`config.mk`:
```
export PLATFORM = sky130hd
export DESIGN_NAME = splb_regs
export DESIGN_NICKNAME = d
export VERILOG_FILES = /design/src/inc/splb_regs_pkg.sv /design/src/inc/cmd_if.sv /design/src/rtl/splb_regs.sv /design/src/rtl/cmd_checker.sv
export SDC_FILE = /design/constraint.sdc
export NUM_CORES = 1
export LEC_CHECK = 0
export BUFFER_PORTS_ARGS = -buffer_cell sky130_fd_sc_hd__buf_2
export CAP_MARGIN = 20
export CORE_ASPECT_RATIO = 0.9
export CORE_MARGIN = 2
export CORE_UTILIZATION = 25
export CTS_CLUSTER_SIZE = 8
export DETAILED_ROUTE_END_ITERATION = 7
export GPL_TIMING_DRIVEN = 0
export PLACE_DENSITY_LB_ADDON = 0.15
export SYNTH_ARGS = -nofsm -noshare
export SYNTH_HDL_FRONTEND = slang
export SYNTH_HIERARCHICAL = 1
export SYNTH_SLANG_ARGS = --single-unit
```
`constraint.sdc`:
```
create_clock -name clk -period 2.63 [get_ports clk]
set_input_delay 0 -clock clk [delete_from_list [all_inputs] [get_ports clk]]
set_output_delay 0 -clock clk [all_outputs]
set_load 0.01 [all_outputs]
```
`src/inc/splb_regs_pkg.sv`:
```
// Package with register indices, field positions and reset values of the slave port bank.
package splb_regs_pkg;
   localparam int unsigned REG_AW = 6;
   // Register indices on the control register port.
   localparam logic [5:0] IDX_CONFIG = 6'h34;
   localparam logic [5:0] IDX_ADDR_UPPER = 6'h36;
   localparam logic [5:0] IDX_ADDR_LOWER = 6'h37;
   localparam logic [5:0] IDX_QUAL_STATUS = 6'h38;
   localparam logic [5:0] IDX_FLAGS = 6'h39;
   localparam logic [5:0] IDX_MIRQ = 6'h3A;
   localparam logic [5:0] IDX_STATE_OBS = 6'h3B;
   localparam logic [5:0] IDX_WIDTH_QRST = 6'h3C;
   localparam logic [5:0] IDX_SNIFF_CMD = 6'h3D;
   localparam logic [5:0] IDX_SNIFF_ADDR = 6'h3E;

   // Big-endian bit numbers are converted: documented bit b sits at [31-b].
   localparam int unsigned CFG_HOLD = 31;        // bit 0
   localparam int unsigned CFG_THW_LO = 8;       // bits 21:23
   localparam int unsigned CFG_LOCK = 6;         // bit 25
   localparam int unsigned CFG_RD_PIPE = 5;      // bit 26
   localparam int unsigned CFG_WR_PIPE = 4;      // bit 27
   localparam int unsigned CFG_POSTING = 3;      // bit 28
   localparam int unsigned CFG_MUST1 = 2;        // bit 29
   localparam int unsigned CFG_AERR = 1;         // bit 30
   localparam int unsigned CFG_CHKDIS = 0;       // bit 31
   localparam logic [31:0] CFG_RESET = 32'h8000_036C;
   localparam logic [31:0] CFG_IMPL_MASK = 32'h8000_077F;

   localparam int unsigned FL_POSTERR = 31;      // bit 0
   localparam int unsigned FL_ILLEGAL = 30;      // bit 1
   localparam int unsigned FL_ADDRERR = 29;      // bit 2
   localparam int unsigned NUM_QUEUES = 7;       // queue flags in bits 18..31

   localparam int unsigned SESR_VALID = 31;
   localparam int unsigned SESR_LOCK_ERROR = 30;

   localparam logic [2:0] THW_SINGLE = 3'h0;
   localparam logic [2:0] THW_MAX = 3'h4;
   localparam logic [2:0] TYPE_MEMORY = 3'h0;
   localparam int unsigned MIRQ_MASTERS = 4;
   localparam int unsigned ISR_CFG_BIT = 3;
   localparam int unsigned ISR_FIFO_BIT = 7;
endpackage

```
`src/inc/cmd_if.sv`:
```
// Interface carrying one observed slave-port command between the bank and its checker.
`timescale 1ns/1ps
interface cmd_if;
   logic        valid;
   logic [35:0] addr;
   logic [3:0]  size;
   logic [2:0]  xtype;
   logic        rnw;
   logic [1:0]  mid;
   logic [1:0]  mwidth;
   logic        lock_error;
   logic [15:0] byte_en;
   logic        addr_miss;
   logic        illegal;
   logic        post_err;
   logic        sniff_hit;
   modport src (output valid, addr, size, xtype, rnw, mid, mwidth, lock_error, byte_en);
   modport chk (input valid, addr, size, xtype, rnw, mid, mwidth, lock_error, byte_en,
                output illegal, post_err, sniff_hit);
   modport dst (input valid, addr, size, xtype, rnw, mid, mwidth, lock_error, byte_en,
                illegal, post_err, sniff_hit);
endinterface

```
`src/rtl/splb_regs.sv`:
```
// Configuration, error capture and status register bank of slave port 0.
`timescale 1ns/1ps
module splb_regs #(
   parameter bit WIDE_MODE = 1'b1
) (
   input  wire logic        clk,
   input  wire logic        rst_n,
   // Control register port.
   input  wire logic        reg_wr,
   input  wire logic        reg_rd,
   input  wire logic [5:0]  reg_idx,
   input  wire logic [31:0] reg_wdata,
   output logic [31:0]      reg_rdata,
   // Command observed on the slave port.
   input  wire logic        cmd_valid,
   input  wire logic [35:0] cmd_addr,
   input  wire logic [3:0]  cmd_size,
   input  wire logic [2:0]  cmd_type,
   input  wire logic        cmd_rnw,
   input  wire logic [1:0]  cmd_mid,
   input  wire logic [1:0]  cmd_mwidth,
   input  wire logic        cmd_lock_error,
   input  wire logic [15:0] cmd_byte_en,
   input  wire logic        cmd_addr_miss,
   // Queue and master events.
   input  wire logic [13:0] queue_events,
   input  wire logic [3:0]  mirq_propagate,
   input  wire logic [3:0]  mwr_err_posted,
   // Configuration, queue reset pulses and interrupt status out to the port logic.
   output logic [2:0]       write_master_burst_threshold,
   output logic             locked_transfer_enable,
   output logic             read_addr_pipeline_enable,
   output logic             write_addr_pipeline_enable,
   output logic             write_posting_enable,
   output logic [6:0]       queue_reset,
   output logic             xbar_isr_cfg_err,
   output logic             xbar_isr_fifo_err
);
   initial begin
      if (WIDE_MODE !== 1'b0 && WIDE_MODE !== 1'b1)
         $error("WIDE_MODE must be 0 or 1.");
   end

   logic [31:0] config_reg;
   logic [3:0]  addr_upper_reg;
   logic [31:0] addr_lower_reg;
   logic [31:0] qual_reg;
   logic [31:0] flags_reg;
   logic [3:0]  mirq_reg;
   logic [31:0] sniff_cmd_reg;
   logic [31:0] sniff_addr_reg;
   logic [6:0]  queue_reset_reg;

   cmd_if cmd ();
   assign cmd.valid = cmd_valid;
   assign cmd.addr = cmd_addr;
   assign cmd.size = cmd_size;
   assign cmd.xtype = cmd_type;
   assign cmd.rnw = cmd_rnw;
   assign cmd.mid = cmd_mid;
   assign cmd.mwidth = cmd_mwidth;
   assign cmd.lock_error = cmd_lock_error;
   assign cmd.byte_en = cmd_byte_en;
   assign cmd.addr_miss = cmd_addr_miss;

   cmd_checker u_check (
      .cmd         (cmd),
      .chk_disable (config_reg[splb_regs_pkg::CFG_CHKDIS]),
      .post_enable (config_reg[splb_regs_pkg::CFG_POSTING]),
      .sniff_cmd   (sniff_cmd_reg),
      .sniff_addr  (sniff_addr_reg)
   );

   function automatic logic hit(input logic [5:0] idx, input logic [5:0] target);
      hit = (idx == target);
   endfunction

   logic wr_cfg;
   logic wr_qual;
   logic wr_flags;
   logic wr_mirq;
   logic wr_qrst;
   logic wr_scmd;
   logic wr_saddr;
   assign wr_cfg = reg_wr && hit(reg_idx, splb_regs_pkg::IDX_CONFIG);
   assign wr_qual = reg_wr && hit(reg_idx, splb_regs_pkg::IDX_QUAL_STATUS);
   assign wr_flags = reg_wr && hit(reg_idx, splb_regs_pkg::IDX_FLAGS);
   assign wr_mirq = reg_wr && hit(reg_idx, splb_regs_pkg::IDX_MIRQ);
   assign wr_qrst = reg_wr && hit(reg_idx, splb_regs_pkg::IDX_WIDTH_QRST);
   assign wr_scmd = reg_wr && hit(reg_idx, splb_regs_pkg::IDX_SNIFF_CMD);
   assign wr_saddr = reg_wr && hit(reg_idx, splb_regs_pkg::IDX_SNIFF_ADDR);

   // Error events and sniffer hits that capture qualifiers and address.
   logic addr_err_ev;
   logic capture_ev;
   logic capture_ok;
   assign addr_err_ev = cmd.valid && cmd.addr_miss
                        && config_reg[splb_regs_pkg::CFG_AERR];
   assign capture_ev = addr_err_ev || cmd.illegal || cmd.post_err || cmd.sniff_hit;
   // A write to the status register in the same cycle clears it; the new event still lands.
   assign capture_ok = !config_reg[splb_regs_pkg::CFG_HOLD]
                       || !qual_reg[splb_regs_pkg::SESR_VALID] || wr_qual;

   // Configuration register; write pipelining cannot survive with posting off.
   logic [31:0] cfg_next;
   always_comb begin
      cfg_next = reg_wdata & splb_regs_pkg::CFG_IMPL_MASK;
      if (!cfg_next[splb_regs_pkg::CFG_POSTING])
         cfg_next[splb_regs_pkg::CFG_WR_PIPE] = 1'b0;
   end

   always_ff @(posedge clk or negedge rst_n) begin
      if (!rst_n) begin
         config_reg <= splb_regs_pkg::CFG_RESET;
      end else if (wr_cfg) begin
         config_reg <= cfg_next;
      end
   end

   // Qualifier capture and address capture share the same update condition.
   logic [31:0] qual_next;
   always_comb begin
      qual_next = '0;
      qual_next[splb_regs_pkg::SESR_VALID] = 1'b1;
      qual_next[splb_regs_pkg::SESR_LOCK_ERROR] = cmd.lock_error;
      qual_next[27:26] = cmd.mid;
      qual_next[25:24] = cmd.mwidth;
      qual_next[23:21] = cmd.xtype;
      qual_next[20] = cmd.rnw;
      qual_next[19:16] = cmd.size;
      qual_next[15:0] = cmd.byte_en;
   end

   always_ff @(posedge clk or negedge rst_n) begin
      if (!rst_n) begin
         qual_reg <= '0;
         addr_upper_reg <= '0;
         addr_lower_reg <= '0;
      end else if (capture_ev && capture_ok) begin
         qual_reg <= qual_next;
         addr_upper_reg <= cmd_addr[35:32];
         addr_lower_reg <= cmd_addr[31:0];
      end else if (wr_qual) begin
         qual_reg <= '0;
         addr_upper_reg <= '0;
         addr_lower_reg <= '0;
      end
   end

   // Sticky flags: a new event wins over a write-one clear in the same cycle.
   logic [31:0] flag_set;
   always_comb begin
      flag_set = '0;
      flag_set[splb_regs_pkg::FL_POSTERR] = cmd.post_err;
      flag_set[splb_regs_pkg::FL_ILLEGAL] = cmd.illegal;
      flag_set[splb_regs_pkg::FL_ADDRERR] = addr_err_ev;
      flag_set[13:0] = queue_events;
   end

   always_ff @(posedge clk or negedge rst_n) begin
      if (!rst_n) begin
         flags_reg <= '0;
      end else begin
         flags_reg <= (flags_reg & ~(wr_flags ? reg_wdata : 32'h0000_0000)) | flag_set;
      end
   end

   always_ff @(posedge clk or negedge rst_n) begin
      if (!rst_n) begin
         mirq_reg <= '0;
      end else begin
         mirq_reg <= (mirq_reg & ~(wr_mirq ? reg_wdata[3:0] : 4'h0))
                     | mirq_propagate | mwr_err_posted;
      end
   end

   always_ff @(posedge clk or negedge rst_n) begin
      if (!rst_n) begin
         sniff_cmd_reg <= '0;
         sniff_addr_reg <= '0;
      end else begin
         if (wr_scmd) sniff_cmd_reg <= reg_wdata;
         if (wr_saddr) sniff_addr_reg <= reg_wdata;
      end
   end

   // The lowest documented bit of the group resets queue 0, so the order is reversed.
   logic [6:0] qrst_next;
   always_comb begin
      qrst_next = '0;
      for (int unsigned q = 0; q < splb_regs_pkg::NUM_QUEUES; q++) begin
         qrst_next[q] = wr_qrst && reg_wdata[splb_regs_pkg::NUM_QUEUES - 1 - q];
      end
   end

   // Queue resets are one-cycle pulses and never stored as readable state.
   always_ff @(posedge clk or negedge rst_n) begin
      if (!rst_n) begin
         queue_reset_reg <= '0;
      end else begin
         queue_reset_reg <= qrst_next;
      end
   end

   always_ff @(posedge clk or negedge rst_n) begin
      if (!rst_n) begin
         xbar_isr_cfg_err <= 1'b0;
         xbar_isr_fifo_err <= 1'b0;
      end else begin
         xbar_isr_cfg_err <= |flags_reg[31:29];
         xbar_isr_fifo_err <= |flags_reg[13:0];
      end
   end

   always_ff @(posedge clk or negedge rst_n) begin
      if (!rst_n) begin
         write_master_burst_threshold <= splb_regs_pkg::CFG_RESET[splb_regs_pkg::CFG_THW_LO +: 3];
         locked_transfer_enable <= splb_regs_pkg::CFG_RESET[splb_regs_pkg::CFG_LOCK];
         read_addr_pipeline_enable <= splb_regs_pkg::CFG_RESET[splb_regs_pkg::CFG_RD_PIPE];
         write_addr_pipeline_enable <= splb_regs_pkg::CFG_RESET[splb_regs_pkg::CFG_WR_PIPE];
         write_posting_enable <= splb_regs_pkg::CFG_RESET[splb_regs_pkg::CFG_POSTING];
      end else begin
         write_master_burst_threshold <= config_reg[splb_regs_pkg::CFG_THW_LO +: 3];
         locked_transfer_enable <= config_reg[splb_regs_pkg::CFG_LOCK];
         read_addr_pipeline_enable <= config_reg[splb_regs_pkg::CFG_RD_PIPE];
         write_addr_pipeline_enable <= config_reg[splb_regs_pkg::CFG_WR_PIPE]
                                       && config_reg[splb_regs_pkg::CFG_POSTING];
         write_posting_enable <= config_reg[splb_regs_pkg::CFG_POSTING];
      end
   end
   assign queue_reset = queue_reset_reg;

   logic [31:0] rd_mux;
   always_comb begin
      case (reg_idx)
         splb_regs_pkg::IDX_CONFIG: rd_mux = config_reg;
         splb_regs_pkg::IDX_ADDR_UPPER: rd_mux = {28'h0000000, addr_upper_reg};
         splb_regs_pkg::IDX_ADDR_LOWER: rd_mux = addr_lower_reg;
         splb_regs_pkg::IDX_QUAL_STATUS: rd_mux = qual_reg;
         splb_regs_pkg::IDX_FLAGS: rd_mux = flags_reg;
         splb_regs_pkg::IDX_MIRQ: rd_mux = {28'h0000000, mirq_reg};
         splb_regs_pkg::IDX_STATE_OBS: rd_mux = 32'h0000_0000;
         splb_regs_pkg::IDX_WIDTH_QRST: rd_mux = {WIDE_MODE, 31'h00000000};
         splb_regs_pkg::IDX_SNIFF_CMD: rd_mux = sniff_cmd_reg;
         splb_regs_pkg::IDX_SNIFF_ADDR: rd_mux = sniff_addr_reg;
         default: rd_mux = 32'h0000_0000;
      endcase
   end

   always_ff @(posedge clk or negedge rst_n) begin
      if (!rst_n) begin
         reg_rdata <= '0;
      end else if (reg_rd) begin
         reg_rdata <= rd_mux;
      end
   end
endmodule

```
`src/rtl/cmd_checker.sv`:
```
// Combinational command legality check and sniffer match for the slave port.
`timescale 1ns/1ps
module cmd_checker (
   cmd_if.chk         cmd,
   input  wire logic  chk_disable,
   input  wire logic  post_enable,
   input  wire logic [31:0] sniff_cmd,
   input  wire logic [31:0] sniff_addr
);
   function automatic logic size_legal(input logic [3:0] s);
      case (s)
         4'h0, 4'h1, 4'h2, 4'h3, 4'hA, 4'hB, 4'hC: size_legal = 1'b1;
         default: size_legal = 1'b0;
      endcase
   endfunction

   logic en_match;
   always_comb begin
      // Sniffer fields, big-endian: enable 0, size 4:7, rnw 8, size_en 25, rnw_en 26, addr_en 31.
      en_match = sniff_cmd[31];
      if (sniff_cmd[6] && (sniff_cmd[27:24] != cmd.size)) en_match = 1'b0;
      if (sniff_cmd[5] && (sniff_cmd[23] != cmd.rnw)) en_match = 1'b0;
      if (sniff_cmd[0] && (sniff_addr != cmd.addr[31:0])) en_match = 1'b0;
   end

   // Only single transfers pass when posting is off; the check is skipped when disabled.
   assign cmd.illegal = cmd.valid && !chk_disable && !size_legal(cmd.size);
   assign cmd.post_err = cmd.valid && !chk_disable && !post_enable
                         && (cmd.size != 4'h0);
   assign cmd.sniff_hit = cmd.valid && en_match;
endmodule

```
==> results.ini <==
[run_status]
outcome = finished, final reports clean

[worst_setup_path]
regToRegStartpoint = sniff_cmd_reg[24]
crit_required_ns = 3.00
cp.arrival_ns = 2.85
critPathKind = register to register
worst_path_most_repeated_cell = buf_4
cpLargestDelayFamily = compound AO/OA/AOI/OAI gates
path_cells = xor2_1 > o41ai_1 > nand4_1 > a21oi_2 > nor4_2 > o21a_1 > buf_4 > buf_4 > a22o_1
r2r_cells = 9
cp_slowest_cell = o41ai_1
critical_path.startpoint_type = register
cp-end-kind = register
r2r_setup_slack_ns = 0.16
cpPeakStageDelay_ns = 0.51
crit_buf_inv = 2
worstPathMaxFanout = 10
timing.rr.end = addr_lower_reg[27]

[layout]
layout-drive-gt1-share = 0.330
syn2layout_area_growth_pct = 40.9
nFillCells = 3963
final_nets = 1267

[timing]
drv_slew = 0
hold_slack_ns = 0.0441
rsz0062_at_grt = false
slew_headroom = 0.487
layout_min_cycle_time_ns = 2.47
fin_worst_skew_ns = 0.0162
fmax_mhz = 405
timing_hold_violations_final = 0
worst_pin_slew_ns = 0.765
period_share = 0.940
finalSetupViolCount = 0

[logic_synthesis]
yosys.area.top_type = dfrtp_1
synthTopCellsByArea = dfrtp_1 (53%), a22o_1 (7.5%), mux2_2 (5.1%)
synth_fp_nets = 911
ys_seq_elements = 225
synth-simple-area-share = 0.0753
avgSynthCellArea_um2 = 12.9
synth_compound_gate_area_share = 0.191
muxShareOfSynthArea = 0.102
ys.flop_type = dfrtp_1
synth_adder_area_share = 0
synth_top_family_by_area = compound AO/OA/AOI/OAI gates
ys_seq_area_frac = 0.561
syn_area_um2 = 10100
synth.distinct_cells = 50
async_reset_ff_frac = 1.00
yosysWarningCount = 6
synthCells = 780
synth_xor_area_frac = 0.0331
synth_top_area_frac = 0.530
synth-edff-count = 0

[global_routing]
met1_usage = 0.271
antenna_found_initial = 1
grt_max_degree = 107
grt.busiest_layer = met2
grt_pass1_wl_um = 58500
grt_pass1_vias = 8532
use_met2 = 0.293
overflow = 0
met3_usage = 0.0368
track_usage = 0.188

[cts]
clk_pin_slew_ns = 0.05
root_buffer = clkbuf_16
clockBufferDepth = 3
cts_sinks = 225
insertion_delay_ns = 0.50
numCtsBuffers = 34
post-cts-setup-buffer-count = 0
cts_tree = built
h-tree-depth = 2

[power]
powerDensity_nw_per_um2 = 693
power_mw = 9.83
p_leak_nw = 6.42
max-vdd-ir-drop_v = 0.000308

[floorplanning]
ioPinCount = 179
die_area_um2 = 41900
die_w_um = 216
die_h_um = 194
row_count = 69
start_util = 0.254
core_area_um2 = 39600

[run]
maxCapViolations = 0

[placed_design]
port_buffers = 178
dp_hpwl_um = 28000
place_congestion = 0.781

[worst_hold_path]
hold_path_end = flags_reg[31]
hp-start = cmd_valid
hold_depth = 4
hp-class = input pin to register

[route]
wl_um = 39300
drcViolationCount = 0
via_count = 8016
drtIter0Drc = 527
avgRoutedWirePerCell_um = 23.4
ant_nets = 0
drtPass1Iterations = 4
viasPerCell = 4.76

-- cell usage after synthesis (7+ instances only) --
cell type  number
a21boi_0       15
a21o_1         17
a21oi_1        13
a221oi_1       18
a221oi_2       11
a22o_1         86
a22oi_1        12
a31oi_1        10
a32oi_1        20
and2_1         15
and3_1         27
buf_2          22
buf_4          12
buf_6           8
clkbuf_1       18
dfrtp_1       213
dfstp_2        12
mux2_2         46
mux2_4         30
nand2_1        29
nand3_1        10
nand4_1        14
nor2_1          9
nor4_1          7
o21ai_0        24
xnor2_1        33
-- per-layer routing --
| metal | share of wire | up-vias |
|---|---|---|
| met4 | 0.016 | 0 |
| li1 | - | 3685 |
| met3 | 0.051 | 47 |
| met1 | 0.49 | 4084 |
| met5 | 0 | - |
| met2 | 0.45 | 200 |
-- logic make-up (layout without fill, tap and decap cells) --
family                    Yosys count  after routing
AOI/OAI and AO/OA                 238            238
xor gates and xnor gates           38             38
and+or+nand+nor                   133            133
DFF                               225            225
buffers and inverters              64            435
other                               0              1
muxes                              82             82
-- layout make-up --
class / instances / area [µm²] / area share
inverter: 4 / 15.0 / 0.00106
sequential: 225 / 5650 / 0.398
multi-input combinational: 491 / 4150 / 0.293
buffer: 60 / 373 / 0.0263
tap: 532 / 666 / 0.0469
clock inverter: 1 / 8.76 / 0.000618
timing repair buffer: 320 / 2370 / 0.167
clock buffer: 50 / 952 / 0.0671
antenna: 1 / 2.50 / 0.000176
-- where the power goes --
part | switching, mW | internal (mW) | leakage [nW]
sequential | 0.335 | 3.93 | 2.81
combinational | 0.748 | 0.782 | 3.14
clock | 1.57 | 2.47 | 0.466
total | 2.65 | 7.18 | 6.42
-- worst register-to-register path, stage by stage, from the launching register on --
cell and delay [ns]:
dfrtp_1 0.42, xor2_1 0.17, o41ai_1 0.51, nand4_1 0.18
a21oi_2 0.15, nor4_2 0.08, o21a_1 0.22, buf_4 0.21
buf_4 0.22, a22o_1 0.20
-- worst max-delay path by stage --
| stage | depth (start not counted) | endpoint | from | slack, ns |
|---|---|---|---|---|
| finish | 9 | addr_lower_reg[27] | sniff_cmd_reg[24] | 0.16 |
| global route | 10 | addr_lower_reg[25] | sniff_addr_reg[24] | 0.05 |
| CTS | 10 | addr_lower_reg[17] | sniff_addr_reg[22] | 0.004 |
| detailed placement | 10 | addr_lower_reg[27] | sniff_addr_reg[4] | -0.11 |
| global placement | 1 | reg_rdata[16] | rst_n | -2.87 |
| floorplan | 9 | addr_lower_reg[0] | sniff_cmd_reg[25] | 0.68 |
-- timing repair --
item | in CTS | in global routing
endpoints found under the hold margin | 405 | 0
hold buffers | 140 | 0
setup endpoints to repair | 50 | 60
resized for setup | 7 | 18
pin swaps | 1 | 3
-- layout by cell type, fill, tap and decap left out, types with 24 or more instances in the layout --
master and count:
o21ai_0 24, mux2_4 30, clkbuf_1 31, and3_1 27, dlygate4sd3_1 139, buf_2 193
a22o_1 86, nand2_1 29, clkbuf_16 35, mux2_2 46, dfrtp_1 213
-- per-stage QoR --
step | utilization | std cells | setup WS [ns] | cell area (µm²) | TNS [ns]
after floorplan | - | 780 | 0.676 | 10100 | 0
after global placement | 0.293 | 1490 | -2.87 | 11600 | -626.25
after detailed placement | 0.295 | 1492 | -0.114 | 11700 | -3.05
after CTS | 0.356 | 1683 | 0.00447 | 14100 | 0
after global routing | 0.358 | 1684 | 0.0483 | 14200 | 0
final | 0.358 | 1684 | 0.158 | 14200 | 0
No activity file was read; power rests on OpenSTA's default activity.
